--- src/tps_pkg.sv ---
// Purpose: shared constants and types of the timer pwm / capture subsystem
// Assumes: one subsystem, registers reached over apb with 32-bit data
// Notes:   register data sits in the low bits, upper bits read as zero

package tps_pkg;

	// =====================================================================
	// modes and register layouts
	typedef enum logic [1:0] {
		TPS_LOW_POWER = 2'b00,
		TPS_DUAL8     = 2'b01,
		TPS_PWM16     = 2'b10,
		TPS_CAPTURE   = 2'b11
	} tps_sub_mode_t;

	typedef struct packed {
		tps_sub_mode_t sel;
		logic          run_hi;
		logic          run_lo;
	} tps_mode_t;

	typedef struct packed {
		logic       pol;
		logic [2:0] edg;
	} tps_pin_ctl_t;

	typedef struct packed {
		tps_pin_ctl_t pin1;
		tps_pin_ctl_t pin0;
	} tps_io_ctl_t;

	// =====================================================================
	// register indices, byte address is four times the index
	localparam logic [2:0] TPS_IDX_MODE    = 3'h0;
	localparam logic [2:0] TPS_IDX_IO_CTL  = 3'h1;
	localparam logic [2:0] TPS_IDX_IRQ_EN  = 3'h2;
	localparam logic [2:0] TPS_IDX_IRQ_PND = 3'h3;
	localparam logic [2:0] TPS_IDX_PSC     = 3'h4;
	localparam logic [2:0] TPS_IDX_CNT     = 3'h5;
	localparam logic [2:0] TPS_IDX_PER     = 3'h6;
	localparam logic [2:0] TPS_IDX_DTY     = 3'h7;

	// =====================================================================
	// reset values
	localparam logic [3:0]  TPS_MODE_RST = 4'h0;
	localparam logic [7:0]  TPS_IO_RST   = 8'h00;
	localparam logic [3:0]  TPS_IRQ_RST  = 4'h0;
	localparam logic [7:0]  TPS_PSC_RST  = 8'h00;
	localparam logic [15:0] TPS_CNT_RST  = 16'h0000;

	// =====================================================================
	// capture edge codes
	localparam logic [2:0] TPS_EDG_RISE       = 3'h0;
	localparam logic [2:0] TPS_EDG_FALL       = 3'h1;
	localparam logic [2:0] TPS_EDG_RISE_CLR   = 3'h2;
	localparam logic [2:0] TPS_EDG_FALL_CLR   = 3'h3;
	localparam logic [2:0] TPS_EDG_BOTH       = 3'h4;
	localparam logic [2:0] TPS_EDG_BOTH_CLR_R = 3'h5;
	localparam logic [2:0] TPS_EDG_BOTH_CLR_F = 3'h6;
	localparam logic [2:0] TPS_EDG_BOTH_CLR_B = 3'h7;

	// pending bit positions
	localparam int TPS_PND_A = 0;
	localparam int TPS_PND_B = 1;
	localparam int TPS_PND_C = 2;
	localparam int TPS_PND_D = 3;

endpackage : tps_pkg

--- src/tps_edge.sv ---
// Purpose: capture edge detector and counter clear request for one pin
// Assumes: pin input already synchronous to clk
// Notes:   outputs are one-cycle pulses, gated by enable

`timescale 1ns/1ns
`default_nettype none

module tps_edge
	import tps_pkg::*;
(
	// clock and reset
	input  wire logic       clk,
	input  wire logic       rst,
	// pin and configuration
	input  wire logic       pin_in,
	input  wire logic       enable,
	input  wire logic [2:0] edg,
	// events
	output logic            capture,
	output logic            clear_cnt
);

	logic prev;
	wire  rise = enable & pin_in & ~prev;
	wire  fall = enable & ~pin_in & prev;

	always_ff @(posedge clk) begin
		if (rst) begin
			prev <= 1'b0;
		end else begin
			prev <= pin_in;
		end
	end

	// =====================================================================
	// edge code decode
	assign capture = edg[2] ? (rise | fall) : (edg[0] ? fall : rise);
	assign clear_cnt = (((edg == TPS_EDG_RISE_CLR) | (edg == TPS_EDG_BOTH_CLR_R)) & rise)
		| (((edg == TPS_EDG_FALL_CLR) | (edg == TPS_EDG_BOTH_CLR_F)) & fall)
		| ((edg == TPS_EDG_BOTH_CLR_B) & (rise | fall));
endmodule : tps_edge

`default_nettype wire

--- src/tps_wave.sv ---
// Purpose: pwm output level of one channel from counter compare events
// Assumes: tick is the counter increment enable of this channel
// Notes:   output is registered behind the act flag, so it trails the compare by two clocks

`timescale 1ns/1ns
`default_nettype none

module tps_wave (
	// clock and reset
	input  wire logic clk,
	input  wire logic rst,
	// compare inputs
	input  wire logic run,
	input  wire logic tick,
	input  wire logic at_zero,
	input  wire logic duty_match,
	input  wire logic duty_zero,
	input  wire logic pol,
	// pin level
	output logic      pin_out
);

	logic act;

	// active phase starts at the 00 to 01 step, ends one step after duty match
	always_ff @(posedge clk) begin
		if (rst || !run) begin
			act <= 1'b0;
		end else if (tick && duty_match) begin
			act <= 1'b0;
		end else if (tick && at_zero && !duty_zero) begin
			act <= 1'b1;
		end
	end

	always_ff @(posedge clk) begin
		if (rst) begin
			pin_out <= 1'b0;
		end else begin
			pin_out <= (run && act && !duty_zero) ? ~pol : pol;
		end
	end
endmodule : tps_wave

`default_nettype wire

--- src/tps_timer.sv ---
// Purpose: one timer subsystem: prescaler, 16-bit counter, period/duty or
//          capture registers, two timer pins, four pending sources, apb slave
// Assumes: 25 MHz clk, synchronous active-high rst, pins synchronous to clk
// Notes:   apb answers with no wait state; read data is taken in setup

`timescale 1ns/1ns
`default_nettype none

module tps_timer
	import tps_pkg::*;
(
	// clock and reset
	input  wire logic        clk,
	input  wire logic        rst,
	// apb slave
	input  wire logic [7:0]  paddr,
	input  wire logic        psel,
	input  wire logic        penable,
	input  wire logic        pwrite,
	input  wire logic [31:0] pwdata,
	output logic [31:0]      prdata,
	output logic             pready,
	output logic             pslverr,
	// timer pins
	input  wire logic [1:0]  timer_pin_in,
	output logic [1:0]       timer_pin_out,
	output logic [1:0]       timer_pin_oe_n,
	// interrupt request
	output logic             irq
);

	// =====================================================================
	// registers
	tps_mode_t   mode;
	tps_io_ctl_t io_ctl;
	logic [3:0]  irq_enable_reg;
	logic [3:0]  irq_pending_reg;
	logic [7:0]  prescale_field;
	logic [7:0]  psc;
	logic [15:0] subsystem_counter_reg;
	logic [15:0] period_capture_reg;
	logic [15:0] duty_capture_reg;
	logic [15:0] per_act;
	logic [15:0] dty_act;
	logic [15:0] next_cnt;
	logic [7:0]  next_psc;
	logic [3:0]  next_pend;

	// =====================================================================
	// mode decode
	wire lp       = (mode.sel == TPS_LOW_POWER);
	wire dual8    = (mode.sel == TPS_DUAL8);
	wire pwm16    = (mode.sel == TPS_PWM16);
	wire capm     = (mode.sel == TPS_CAPTURE);
	wire pwm_mode = dual8 | pwm16;
	wire any_run  = mode.run_lo | mode.run_hi;

	wire [1:0] ch_run;
	assign ch_run[0] = !lp && mode.run_lo;
	assign ch_run[1] = !lp && (dual8 ? mode.run_hi : mode.run_lo);

	wire psc_run = !lp && (dual8 ? any_run : mode.run_lo);
	wire tick    = psc_run && (psc == prescale_field);

	// =====================================================================
	// apb decode
	wire [2:0] idx     = paddr[4:2];
	wire       addr_ok = (paddr[1:0] == 2'h0) && (paddr[7:5] == 3'h0);
	wire       apb_acc = psel && penable;
	wire       apb_rd  = psel && !penable && !pwrite;
	wire       wr      = apb_acc && pwrite && addr_ok;
	wire       wr_mode = wr && (idx == TPS_IDX_MODE);
	wire       wr_io   = wr && (idx == TPS_IDX_IO_CTL);
	wire       wr_en   = wr && (idx == TPS_IDX_IRQ_EN);
	wire       wr_pend = wr && (idx == TPS_IDX_IRQ_PND);
	wire       wr_psc  = wr && (idx == TPS_IDX_PSC);
	wire       wr_cnt  = wr && (idx == TPS_IDX_CNT);
	wire       wr_per  = wr && (idx == TPS_IDX_PER) && !lp;
	wire       wr_dty  = wr && (idx == TPS_IDX_DTY) && !lp;

	assign pready  = 1'b1;
	assign pslverr = apb_acc && !addr_ok;

	wire [31:0] rd_data =
		!addr_ok                 ? 32'h0000_0000 :
		(idx == TPS_IDX_MODE)    ? {28'h000_0000, mode} :
		(idx == TPS_IDX_IO_CTL)  ? {24'h00_0000, io_ctl} :
		(idx == TPS_IDX_IRQ_EN)  ? {28'h000_0000, irq_enable_reg} :
		(idx == TPS_IDX_IRQ_PND) ? {28'h000_0000, irq_pending_reg} :
		(idx == TPS_IDX_PSC)     ? {24'h00_0000, prescale_field} :
		(idx == TPS_IDX_CNT)     ? {16'h0000, subsystem_counter_reg} :
		(idx == TPS_IDX_PER)     ? {16'h0000, period_capture_reg} :
		{16'h0000, duty_capture_reg};

	// =====================================================================
	// per-channel compare, capture and pin logic
	wire [1:0] ch_tick;
	wire [1:0] ch_zero;
	wire [1:0] ch_dmatch;
	wire [1:0] ch_pmatch;
	wire [1:0] ch_dzero;
	wire [1:0] upd;
	wire [1:0] cap_ev;
	wire [1:0] cap_rst;
	wire [7:0] next_lane [2];

	wire eq_p16   = (subsystem_counter_reg == per_act);
	wire eq_d16   = (subsystem_counter_reg == dty_act);
	wire cnt_max  = (subsystem_counter_reg == 16'hFFFF);
	wire cap_en   = capm && ch_run[0];
	wire cap_clr  = |cap_rst;

	genvar i;
	generate
		for (i = 0; i < 2; i++) begin : g_ch
			wire [7:0] lane = subsystem_counter_reg[8*i +: 8];

			assign ch_tick[i]   = tick && ch_run[i];
			assign ch_zero[i]   = dual8 ? (lane == 8'h00) : (subsystem_counter_reg == 16'h0000);
			assign ch_dmatch[i] = dual8 ? (lane == dty_act[8*i +: 8]) : eq_d16;
			assign ch_pmatch[i] = dual8 ? (lane == per_act[8*i +: 8]) : eq_p16;
			assign ch_dzero[i]  = dual8 ? (dty_act[8*i +: 8] == 8'h00) : (dty_act == 16'h0000);
			// 8-bit lane wraps through FFh when preset above period
			assign next_lane[i] = ch_pmatch[i] ? 8'h00 : 8'(lane + 8'h01);

			// in pwm modes buffered values load at old period match or while stopped, in other modes every cycle
			assign upd[i] = pwm_mode ? (!ch_run[i] || (ch_tick[i] && ch_pmatch[i])) : 1'b1;

			always_ff @(posedge clk) begin
				if (rst) begin
					per_act[8*i +: 8] <= 8'h00;
					dty_act[8*i +: 8] <= 8'h00;
				end else if (upd[i]) begin
					per_act[8*i +: 8] <= period_capture_reg[8*i +: 8];
					dty_act[8*i +: 8] <= duty_capture_reg[8*i +: 8];
				end
			end

			tps_wave u_wave (
				.clk        (clk),
				.rst        (rst),
				.run        (pwm_mode && ch_run[i]),
				.tick       (ch_tick[i]),
				.at_zero    (ch_zero[i]),
				.duty_match (ch_dmatch[i]),
				.duty_zero  (ch_dzero[i]),
				.pol        (i == 0 ? io_ctl.pin0.pol : io_ctl.pin1.pol),
				.pin_out    (timer_pin_out[i])
			);

			tps_edge u_edge (
				.clk       (clk),
				.rst       (rst),
				.pin_in    (timer_pin_in[i]),
				.enable    (cap_en),
				.edg       (i == 0 ? io_ctl.pin0.edg : io_ctl.pin1.edg),
				.capture   (cap_ev[i]),
				.clear_cnt (cap_rst[i])
			);
		end
	endgenerate

	// =====================================================================
	// counter and prescaler
	always_comb begin
		next_cnt = subsystem_counter_reg;
		if (lp) begin
			next_cnt = subsystem_counter_reg;
		end else if (capm) begin
			if (cap_clr) begin
				next_cnt = 16'h0000;
			end else if (ch_tick[0]) begin
				next_cnt = 16'(subsystem_counter_reg + 16'h0001);
			end
		end else if (dual8) begin
			next_cnt[7:0]  = ch_tick[0] ? next_lane[0] : subsystem_counter_reg[7:0];
			next_cnt[15:8] = ch_tick[1] ? next_lane[1] : subsystem_counter_reg[15:8];
		end else if (ch_tick[0]) begin
			next_cnt = eq_p16 ? 16'h0000 : 16'(subsystem_counter_reg + 16'h0001);
		end
		if (wr_cnt && !any_run && !lp) begin
			next_cnt = pwdata[15:0];
		end
	end

	always_comb begin
		next_psc = psc;
		if (lp) begin
			next_psc = psc;
		end else if (!psc_run || cap_clr || tick) begin
			next_psc = 8'h00;
		end else begin
			next_psc = 8'(psc + 8'h01);
		end
	end

	// =====================================================================
	// pending sources, set wins over a clear in the same cycle
	wire [3:0] ev;
	assign ev[TPS_PND_A] = capm ? cap_ev[0] : (pwm_mode && ch_tick[0] && ch_dmatch[0]);
	assign ev[TPS_PND_B] = capm ? cap_ev[1] : (pwm_mode && ch_tick[0] && ch_pmatch[0]);
	assign ev[TPS_PND_C] = capm ? (ch_tick[0] && cnt_max && !cap_clr)
		: (dual8 && ch_tick[1] && ch_dmatch[1]);
	assign ev[TPS_PND_D] = dual8 && ch_tick[1] && ch_pmatch[1];

	wire [3:0] pend_clr = (wr_pend && !lp) ? pwdata[3:0] : 4'h0;
	assign next_pend = (irq_pending_reg & ~pend_clr) | ev;

	// =====================================================================
	// register update
	always_ff @(posedge clk) begin
		if (rst) begin
			mode           <= tps_mode_t'(TPS_MODE_RST);
			io_ctl         <= tps_io_ctl_t'(TPS_IO_RST);
			irq_enable_reg <= TPS_IRQ_RST;
			prescale_field <= TPS_PSC_RST;
		end else begin
			if (wr_mode) mode <= tps_mode_t'(pwdata[3:0]);
			if (wr_io) io_ctl <= tps_io_ctl_t'(pwdata[7:0]);
			if (wr_en) irq_enable_reg <= pwdata[3:0];
			if (wr_psc) prescale_field <= pwdata[7:0];
		end
	end

	always_ff @(posedge clk) begin
		if (rst) begin
			subsystem_counter_reg <= TPS_CNT_RST;
			psc                   <= TPS_PSC_RST;
			irq_pending_reg       <= TPS_IRQ_RST;
		end else begin
			subsystem_counter_reg <= next_cnt;
			psc                   <= next_psc;
			irq_pending_reg       <= next_pend;
		end
	end

	// capture takes priority over a software write in the same cycle
	always_ff @(posedge clk) begin
		if (rst) begin
			period_capture_reg <= TPS_CNT_RST;
			duty_capture_reg   <= TPS_CNT_RST;
		end else begin
			if (cap_ev[0]) period_capture_reg <= subsystem_counter_reg;
			else if (wr_per) period_capture_reg <= pwdata[15:0];
			if (cap_ev[1]) duty_capture_reg <= subsystem_counter_reg;
			else if (wr_dty) duty_capture_reg <= pwdata[15:0];
		end
	end

	always_ff @(posedge clk) begin
		if (rst) begin
			prdata         <= 32'h0000_0000;
			irq            <= 1'b0;
			timer_pin_oe_n <= 2'b11;
		end else begin
			if (apb_rd) prdata <= rd_data;
			irq            <= |(irq_pending_reg & irq_enable_reg);
			timer_pin_oe_n <= {2{~pwm_mode}};
		end
	end
endmodule : tps_timer

`default_nettype wire

--- config.mk ---
export PLATFORM = sky130hd
export DESIGN_NAME = tps_timer
export DESIGN_NICKNAME = d
export VERILOG_FILES = /design/src/tps_pkg.sv /design/src/tps_edge.sv /design/src/tps_wave.sv /design/src/tps_timer.sv
export SDC_FILE = /design/constraint.sdc
export NUM_CORES = 1
export LEC_CHECK = 0
export BUFFER_PORTS_ARGS = -buffer_cell sky130_fd_sc_hd__buf_4
export CAP_MARGIN = 20
export CORE_MARGIN = 2
export CORE_UTILIZATION = 40
export CTS_CLUSTER_DIAMETER = 120
export DETAILED_ROUTE_END_ITERATION = 8
export PLACE_DENSITY_LB_ADDON = 0.08
export SLEW_MARGIN = 20
export SYNTH_ARGS = -nofsm -noshare
export SYNTH_HDL_FRONTEND = slang
export SYNTH_SLANG_ARGS = --single-unit
--- constraint.sdc ---
create_clock -name clk -period 4.6 [get_ports clk]
set_clock_uncertainty 0.1 [all_clocks]
set_input_delay 0.46 -clock clk [delete_from_list [all_inputs] [get_ports clk]]
set_output_delay 0.46 -clock clk [all_outputs]
set_load 0.005 [all_outputs]
==> Word-level counts from Yosys, hierarchy flattened <==
Cells that the tools add are included.
{ "op_classes": {"div": 0, "addsub": 4, "n_eq_ne": 31, "n_reduce_logical": 89, "magnitude_cmp": 0, "n_bitwise": 37, "n_mul": 0, "mux": 47, "n_shift": 0} }
{ "ops": {"columns": ["operator", "n"], "rows": [
  ["16-bit 2-to-1 mux", 20],
  ["1-bit logical AND", 49],
  ["8-bit equality test", 5],
  ["8-bit 2-to-1 mux", 5],
  ["16-bit equality test", 2],
  ["16-bit logical NOT", 2],
  ["8-bit logical NOT", 4],
  ["3-bit equality test, second input constant", 10],
  ["8-bit by 1-bit adder with 8-bit output, second input constant", 3],
  ["1-bit 2-to-1 mux", 21],
  ["3-bit by 2-bit equality test with 1-bit output, second input constant", 6],
  ["16-bit by 1-bit adder with 16-bit output, second input constant", 1],
  ["16-bit equality test, second input constant", 1],
  ["1-bit bitwise AND", 14],
  ["1-bit logical NOT", 13],
  ["1-bit bitwise OR", 12],
  ["4-bit bitwise AND", 2],
  ["4-bit by 1-bit != test with 1-bit output, second input constant", 2],
  ["1-bit NOT", 7],
  ["3-bit logical NOT", 2],
  ["1-bit logical OR", 6],
  ["3-bit nonzero test", 2],
  ["2-bit OR reduction", 3],
  ["2-bit equality test, second input constant", 2],
  ["other kinds (12)", 14]
]} }
{ "word_totals": {"latch_bits": 0, "memories": 0, "ramBits": 0, "romBits": 0, "out_inout_bits": 39, "register_bits": 156, "in_bits": 47, "elab_cells": 236} }

==> Depth between registers and ports, before layout <==
Gate-level depths: netlist (run 1).
{ "depth": {"depth_word": 14, "mapped_depth": 13, "depth_no_buf": 9} }

==> Modules after synthesis <==
A second synthesis (run 1) with hierarchy kept.
{ "hier_totals": {"cells_unflattened": 933, "area_unflattened_um2": 7898.8} }
{ "modules_own_cells": {"columns": ["mod", "cells_each", "seq_area_each_um2", "area_per_inst_um2", "instances"], "rows": [
  ["tps_timer", 889, 2682.6, 7468.4, 1],
  ["tps_wave", 10, 40.0, 112.6, 2],
  ["tps_edge", 12, 20.0, 102.6, 2]
]} }

==> Worst setup path after synthesis (run 1) <==
OpenSTA, ideal clock, no wires.
{ "synth_timing": {"path_kind": "input port to flip-flop", "from": "input paddr[1]", "to": "register period_capture_reg[10]", "cell_stages": 8, "arrival_time_ns": 2.088, "path_slack_ns": 2.285, "t_required_ns": 4.372, "path_buffers": 1, "setup_time_ns": 0.128, "path_cell_list": "or4b_1 > nor3_4 > nand4_4 > buf_2 > mux2i_1 > nor2_1 > a21oi_1 > nor2_1"} }
{ "synth_via": {"elab_chain_cells": 6} }
{ "synth_lines": {"columns": ["element", "line_no", "text"], "rows": [
  ["from (decl)", "tps_timer.sv:16", "input wire logic [7:0] paddr,"],
  ["2-bit logical NOT", "tps_timer.sv:68", "wire addr_ok = (paddr[1:0] == 2'h0) && (paddr[7:5] == 3'h0);"],
  ["1-bit logical AND", "tps_timer.sv:68", null],
  ["1-bit logical AND", "tps_timer.sv:71", "wire wr = apb_acc && pwrite && addr_ok;"],
  ["1-bit logical AND (2 in series)", "tps_timer.sv:78", "wire wr_per = wr && (idx == TPS_IDX_PER) && !lp;"],
  ["2-bit nonzero test (no line)", null, null],
  ["to (signal assigned)", "tps_timer.sv:243", "if (cap_ev[0]) period_capture_reg <= subsystem_counter_reg;"],
  ["to (signal assigned)", "tps_timer.sv:244", "else if (wr_per) period_capture_reg <= pwdata[15:0];"],
  ["to (decl)", "tps_timer.sv:41", "logic [15:0] period_capture_reg;"]
]} }
Every way passes these cells.
A chain may end at the register's enable or synchronous reset.

==> Worst setup path in the final report (run 1) <==
{ "layout_timing": {"from": "register mode[3] in the netlist's numbering", "to": "register subsystem_counter_reg[8]"} }
{ "layout_via": {"elab_chain_cells": 14, "word_cells_on_any_way": 48, "cone_classes": "eq/ne (5); mux (10); bitwise (20); reduce/logical (13)"} }
{ "layout_lines": {"columns": ["element", "line_no", "text"], "rows": [
  ["from (decl)", "tps_timer.sv:34", "tps_mode_t mode;"],
  ["from (signal assigned)", "tps_timer.sv:213", "mode <= tps_mode_t'(TPS_MODE_RST);"],
  ["from (signal assigned)", "tps_timer.sv:218", "if (wr_mode) mode <= tps_mode_t'(pwdata[3:0]);"],
  ["2-bit logical NOT", "tps_timer.sv:51", "wire lp = (mode.sel == TPS_LOW_POWER);"],
  ["1-bit logical NOT", null, null],
  ["1-bit logical AND", "tps_timer.sv:59", "assign ch_run[0] = !lp && mode.run_lo;"],
  ["1-bit logical AND", "tps_timer.sv:110", "wire cap_en = capm && ch_run[0];"],
  ["1-bit bitwise AND, on equally long branches (2 in series)", "tps_edge.sv:24, tps_edge.sv:25", null],
  ["1-bit bitwise AND (tied with other cells)", "tps_edge.sv:38", "assign clear_cnt = (((edg == TPS_EDG_RISE_CLR) | (edg == TPS_EDG_BOTH_CLR_R)) & rise)"],
  ["1-bit bitwise OR or 1-bit bitwise AND (tied branches)", "tps_edge.sv:39, tps_edge.sv:40", null],
  ["1-bit bitwise OR", "tps_edge.sv:40", "| ((edg == TPS_EDG_BOTH_CLR_B) & (rise | fall));"],
  ["2-bit OR reduction", "tps_timer.sv:111", "wire cap_clr = |cap_rst;"],
  ["16-bit 2-to-1 mux", "tps_timer.sv:170", "if (cap_clr) begin"],
  ["16-bit 2-to-1 mux", "tps_timer.sv:169", "end else if (capm) begin"],
  ["16-bit 2-to-1 mux", "tps_timer.sv:167", "if (lp) begin"],
  ["16-bit 2-to-1 mux", "tps_timer.sv:181", "if (wr_cnt && !any_run && !lp) begin"],
  ["to (signal assigned)", "tps_timer.sv:231", "subsystem_counter_reg <= next_cnt;"],
  ["to (decl)", "tps_timer.sv:40", "logic [15:0] subsystem_counter_reg;"]
]} }
Parallel ways exist; a longest one is shown, timed or not. The select of a mux whose other input is x is not followed.

==> impl_metrics.env, run 1 <==
export IMPL_crit_path_end="subsystem_counter_reg[8]$_SDFFE_PP0P_"
export IMPL_fmax_mhz=342
export IMPL_die_area_sq_um=20800
export IMPL_n_antenna_cell=0
export IMPL_critPathLaunch="mode[3]$_SDFFE_PP0P_"
export IMPL_finalMaxSlewViolations=0
export IMPL_worst_pin_slew_ps=1030
export IMPL_p_per_area_nw_per_um2=314
export IMPL_routed_wl_microns=24200
export IMPL_startpoint_type="flip-flop"
export IMPL_fin_crit_sh_pct=63.5
export IMPL_fillers=1956
export IMPL_hold_class="input pin to flip-flop"
export IMPL_leakage_uw=0.00386
export IMPL_setup_viol=0
export IMPL_grt_ovfl_total=0
export IMPL_finalHoldViolCount=0
export IMPL_die_w_microns=144
export IMPL_synth_area_sq_um=7850
export IMPL_nets=1009
export IMPL_r2r_end="subsystem_counter_reg[8]$_SDFFE_PP0P_"
export IMPL_synth_cells=947
export IMPL_initial_core_util_pct=40.6
export IMPL_synth_top_family_by_area="simple AND/OR/NAND/NOR gates"
export IMPL_dr_pass1_iters=5
export IMPL_crit_arrival_ps=3160
export IMPL_crit_type="flip-flop to flip-flop"
export IMPL_postPlaceCellArea_sq_um=8260
export IMPL_cellInternalPower_uw=2130
export IMPL_drcViolationCount=0
export IMPL_grt_pass1_vias=6381
export IMPL_outcome="complete, no violations"
export IMPL_synth_area_leader_cell="dfxtp_1"
export IMPL_r2r_start="mode[3]$_SDFFE_PP0P_"
export IMPL_drive_gt1_share_pct=12.6
export IMPL_fin_setup_tns_ps=0
export IMPL_r2r_cells=9
export IMPL_synthArstFlopShare_pct=0
export IMPL_cts_resized=0
export IMPL_vias_per_cell=5.45
export IMPL_power_switching_uw=652
export IMPL_reg2reg_slack_ps=1680
export IMPL_rsz0062_at_grt="no"
export IMPL_clkPwrFrac_pct=51.4
export IMPL_cp_max_fo=14
export IMPL_grt_max_degree=92
export IMPL_synth_adder_area_share_pct=1.27
export IMPL_end_kind="flip-flop"
export IMPL_synth_edf_count=0
export IMPL_layoutNonFillerInstCount=1232
export IMPL_drv_cap=0
export IMPL_antenna_found_initial=0
export IMPL_htreeDepth=4
export IMPL_hold_buffers=0
export IMPL_synth_top_cell_area_share_pct=35.7
export IMPL_synth_xor_area_share_pct=6.13
export IMPL_clk_pin_slew_ps=60
export IMPL_cts_buffer_depth=2
export IMPL_holdWs_ps=173
export IMPL_avgSynthCellArea_sq_um=8.29
export IMPL_portBuffers=52
export IMPL_numClockSinks=140
export IMPL_combPwrFrac_pct=5.0
export IMPL_drt_iter0_markers=545
export IMPL_post_place_cells=1200
export IMPL_yosysSeqAreaShare_pct=35.7
export IMPL_ir_drop_mv=0.232
export IMPL_num_vias=6711
export IMPL_synthMuxAreaShare_pct=12.5
export IMPL_seq_power_share_pct=43.6
export IMPL_min_period_ps=2920
export IMPL_yosys_warnings=0
export IMPL_cts_tree="done"
export IMPL_numCtsBuffers=17
export IMPL_io_pins=86
export IMPL_swShare_pct=23.4
export IMPL_max_slew_margin_pct=31.3
export IMPL_dieHeight_microns=144
export IMPL_required_ps=4840
export IMPL_fp_coreArea_sq_um=19300
export IMPL_area_growth_pct=12.9
export IMPL_synthSimpleGateAreaFrac_pct=23.3
export IMPL_synth_compound_area_share_pct=14.6
export IMPL_grt_pass1_wl_microns=37300
export IMPL_ys_seq_elements=140
export IMPL_wl_per_cell_microns=19.6
export IMPL_ys_flop_type="dfxtp_1"
export IMPL_grt_use_total_pct=24.0
export IMPL_cts_setup_buffers=0
export IMPL_final_cell_area_sq_um=8870
export IMPL_synth_distinct_cells=78
export IMPL_clock_latency_ps=430
export IMPL_dp_hpwl_microns=16600
export IMPL_num_rows=51
export IMPL_routabilityCongestion=0.816
export IMPL_cts_root_buf="clkbuf_16"
export IMPL_drt_antenna_violating_nets=0
export IMPL_ys_top_cells_by_area="dfxtp_1, mux2i_1, nor2_1, a21oi_1, xnor2_1"
==> power groups by stage <==
| stage | Sequential (uW) | Combinational, uW | Clock, uW |
|---|---|---|---|
| floorplan | 1240 | 85.0 | 0 |
| global placement | 1240 | 139 | 0 |
| detailed placement | 1240 | 139 | 0 |
| CTS | 1210 | 139 | 1460 |
| global route | 1210 | 150 | 1510 |
| finish | 1210 | 140 | 1430 |
==> cells in the final DEF (no fill, tap or decap), drive strengths merged, types with 17 or more instances in the layout <==
cell type	n
clkbuf	21
o22ai	23
o21ai	18
xnor2	31
xor2	24
conb	17
a22oi	17
buf	61
a21oi	67
dfxtp	140
nor2	182
nand2	61
mux2i	96
nand3	18
==> through the flow <==
step,setup slack [ps],utilization [%],power [uW]
2_1_floorplan,2280,-,1330
3_3_place_gp,1590,42.7,1380
3_5_place_dp,1550,42.7,1380
4_1_cts,1670,45.9,2810
5_1_grt,1440,45.9,2870
6_report,1680,45.9,2790
==> final cells by class <==
class | instances | area, sq um | area share (%)
Sequential cell | 140 | 2800 | 31.6
Timing Repair Buffer | 61 | 458 | 5.17
Inverter | 11 | 41.3 | 0.466
Clock buffer | 21 | 460 | 5.19
Tap cell | 265 | 332 | 3.74
Clock inverter | 11 | 141 | 1.59
Multi-Input combinational cell | 723 | 4630 | 52.2
==> worst min path at each step <==
stage,startpoint,to,slack (ps),depth (start not counted)
2_1_floorplan,prdata[0]$_SDFFE_PP0P_,prdata[0]$_SDFFE_PP0P_,350,2
3_3_place_gp,prdata[0]$_SDFFE_PP0P_,prdata[0]$_SDFFE_PP0P_,350,2
3_5_place_dp,prdata[3]$_SDFFE_PP0P_,prdata[3]$_SDFFE_PP0P_,350,2
4_1_cts,timer_pin_in[0],g_ch[0].u_edge.prev$_SDFF_PP0_,160,2
5_1_grt,timer_pin_in[0],g_ch[0].u_edge.prev$_SDFF_PP0_,180,2
6_report,timer_pin_in[0],g_ch[0].u_edge.prev$_SDFF_PP0_,170,2
==> cell usage after synthesis (4+ instances only) <==
master    count
nor2_1      182
dfxtp_1     140
mux2i_1      96
a21oi_1      66
nand2_1      60
clkbuf_1     43
xnor2_1      31
buf_4        24
xor2_1       24
o22ai_1      19
nand3_1      18
a22oi_1      17
o21ai_0      17
buf_2        16
nand4_1      13
nor3_1       12
nor2b_1      11
inv_1        10
nand2b_1     10
nor4_1       10
and3_1        9
a211oi_1      8
a221oi_1      8
ha_1          8
nor3b_1       8
a32oi_1       5
nor4_2        4
o22ai_2       4
==> worst max-delay path, cell delays in order (launching register included) <==
cell	delay [ps]
dfxtp_1	320
inv_1	100
ha_1	510
and3b_1	300
and2_0	160
a32oi_1	200
nand2_1	210
nor4_1	490
o22ai_1	170
o32ai_1	270
==> routing by layer <==
layer,global-route usage [%],wire length [microns]
met1,32.4,11300
met2,39.8,11500
met3,3.74,1050
met4,6.66,321
met5,0,0
==> kinds of logic after synthesis <==
family          Yosys count
buf+inv                  99
compound gates          173
other cells               2
simple gates            372
flops                   140
mux                      98
fa+ha+maj                 8
xor+xnor                 55
Note: power is estimated with default switching activity, not from simulation.
==> run 2, diff against run 1 <==
==> constraint.sdc (replaced) <==
create_clock -name clk -period 2.83 [get_ports clk]
set_clock_uncertainty 0.1 [all_clocks]
set_input_delay 0.283 -clock clk [delete_from_list [all_inputs] [get_ports clk]]
set_output_delay 0.283 -clock clk [all_outputs]
set_load 0.005 [all_outputs]
==> run 2 against run 1 <==
Effect of this change:
- critical path depth down 1
- register-to-register slack worse by 1500 ps
- critical endpoint is now subsystem_counter_reg[1]$_SDFFE_PP0P_
- count of clock-buffer cells in the layout down 3
==> impl_metrics.env, run 2 (synthesized netlist as in run 1, its figures left out) <==
export IMPL_clk_pin_slew_ps=60
export IMPL_min_period_ps=2660
export IMPL_fmax_mhz=376
export IMPL_numCtsBuffers=17
export IMPL_worst_pin_slew_ps=602
export IMPL_drive_gt1_share_pct=16.2
export IMPL_drcViolationCount=0
export IMPL_cts_tree="done"
export IMPL_routabilityCongestion=0.851
export IMPL_cts_root_buf="clkbuf_16"
export IMPL_vias_per_cell=5.47
export IMPL_cts_buffer_depth=2
export IMPL_finalHoldViolCount=0
export IMPL_dieHeight_microns=144
export IMPL_numClockSinks=140
export IMPL_fin_crit_sh_pct=93.9
export IMPL_nets=1047
export IMPL_grt_pass1_wl_microns=38200
export IMPL_wl_per_cell_microns=19.6
export IMPL_holdWs_ps=32.0
export IMPL_setup_viol=0
export IMPL_grt_pass1_vias=6522
export IMPL_drv_cap=0
export IMPL_max_slew_margin_pct=59.8
export IMPL_drt_antenna_violating_nets=0
export IMPL_portBuffers=52
export IMPL_dp_hpwl_microns=17600
export IMPL_hold_class="input pin to flip-flop"
export IMPL_final_cell_mix="nor2_1, dfxtp_1, mux2i_1"
export IMPL_num_vias=6947
export IMPL_crit_type="flip-flop to flip-flop"
export IMPL_outcome="complete, no violations"
export IMPL_die_w_microns=144
export IMPL_routed_wl_microns=24900
export IMPL_dr_pass1_iters=5
export IMPL_rsz0062_at_grt="no"
export IMPL_grt_ovfl_total=0
export IMPL_utilization_pct=47.6
export IMPL_cp_slowest_cell="or3b_1"
export IMPL_leakage_uw=0.00406
export IMPL_swShare_pct=24.8
export IMPL_initial_core_util_pct=40.6
export IMPL_clock_latency_ps=430
export IMPL_startpoint_type="flip-flop"
export IMPL_fp_coreArea_sq_um=19300
export IMPL_cellInternalPower_uw=3390
export IMPL_layout_commonest_cell="nor2_1"
export IMPL_cp_max_fo=8
export IMPL_io_pins=86
export IMPL_finalMaxSlewViolations=0
export IMPL_required_ps=3010
export IMPL_p_per_area_nw_per_um2=490
export IMPL_num_rows=51
export IMPL_power_switching_uw=1120
export IMPL_seq_power_share_pct=43.8
export IMPL_fillers=1904
export IMPL_die_area_sq_um=20800
export IMPL_end_kind="flip-flop"
export IMPL_cpPeakStageDelay_ps=530
export IMPL_drt_iter0_markers=556
export IMPL_clkPwrFrac_pct=50.9
export IMPL_n_antenna_cell=0
export IMPL_grt_use_total_pct=24.5
export IMPL_combPwrFrac_pct=5.3
export IMPL_antenna_found_initial=0
export IMPL_area_growth_pct=17.3
export IMPL_path_cells="inv_1 > ha_1 > nor4_1 > or3b_1 > and3_1 > buf_4 > a221oi_1 > a211oi_1"
export IMPL_htreeDepth=4
export IMPL_ir_drop_mv=0.346
export IMPL_grt_max_degree=52
export IMPL_fin_setup_tns_ps=0
export IMPL_crit_arrival_ps=2830
[run 2: cell types whose count changed in the layout (fill, tap and decap cells not counted), sizes merged, moves of 2 or more]
cell    change
inv         +3
buf        +37
clkinv      +2
clkbuf      -3
[run 2: timing repair]
action	in CTS	in global routing
hold endpoints to repair	1	0
resized for setup	0	3
setup endpoints to repair	0	2
hold buffers	1	0
buffers inserted	0	0
[run 2: layout make-up]
type	instances	area (sq um)	area share [%]
Multi-Input combinational cell	723	4650	50.5
Sequential cell	140	2800	30.4
Timing Repair Buffer	99	783	8.51
Clock buffer	18	439	4.77
Tap cell	265	332	3.60
Clock inverter	14	161	1.75
Inverter	11	41.3	0.448
[run 2: final timing paths]
path,end,cells past startpoint,slack [ps],from
worst max-delay path,subsystem_counter_reg[1]$_SDFFE_PP0P_,8,170,mode[2]$_SDFFE_PP0P_
worst min-delay path,g_ch[1].u_edge.prev$_SDFF_PP0_,2,30,timer_pin_in[1]
worst max register to register,subsystem_counter_reg[1]$_SDFFE_PP0P_,8,170,mode[2]$_SDFFE_PP0P_
worst min register to register,prdata[0]$_SDFFE_PP0P_,2,360,prdata[0]$_SDFFE_PP0P_
[run 2: metal layers]
layer	part of all wire (%)	global-route usage [%]
met5	0	0
met4	1.8	6.97
met3	4.6	3.81
met2	46	39.2
met1	48	34.3
[run 2: stage by stage]
stage	setup WS, ps	std cells	instance area [sq um]	power [uW]
finish	174	1270	9210	4510
global route	32.5	1270	9210	4660
CTS	147	1270	9190	4550
detailed placement	176	1237	8580	2250
global placement	254	1237	8580	2260
floorplan	522	962	7910	2160
[run 2: critical path, delay by kind of cell (launching register included)]
kind | cells | cell delay, ps
adder cells (fa/ha/maj) | 1 | 290
flip-flops | 1 | 390
buffers and inverters | 2 | 260
AO/OA/AOI/OAI | 2 | 310
AND/OR/NAND/NOR | 3 | 1160
[run 2: power groups by stage]
stage	Combinational (uW)	Clock, uW	Sequential (uW)
global placement	237	0	2020
global route	257	2430	1970
floorplan	138	0	2020
finish	239	2300	1970
CTS	238	2330	1970
detailed placement	236	0	2020
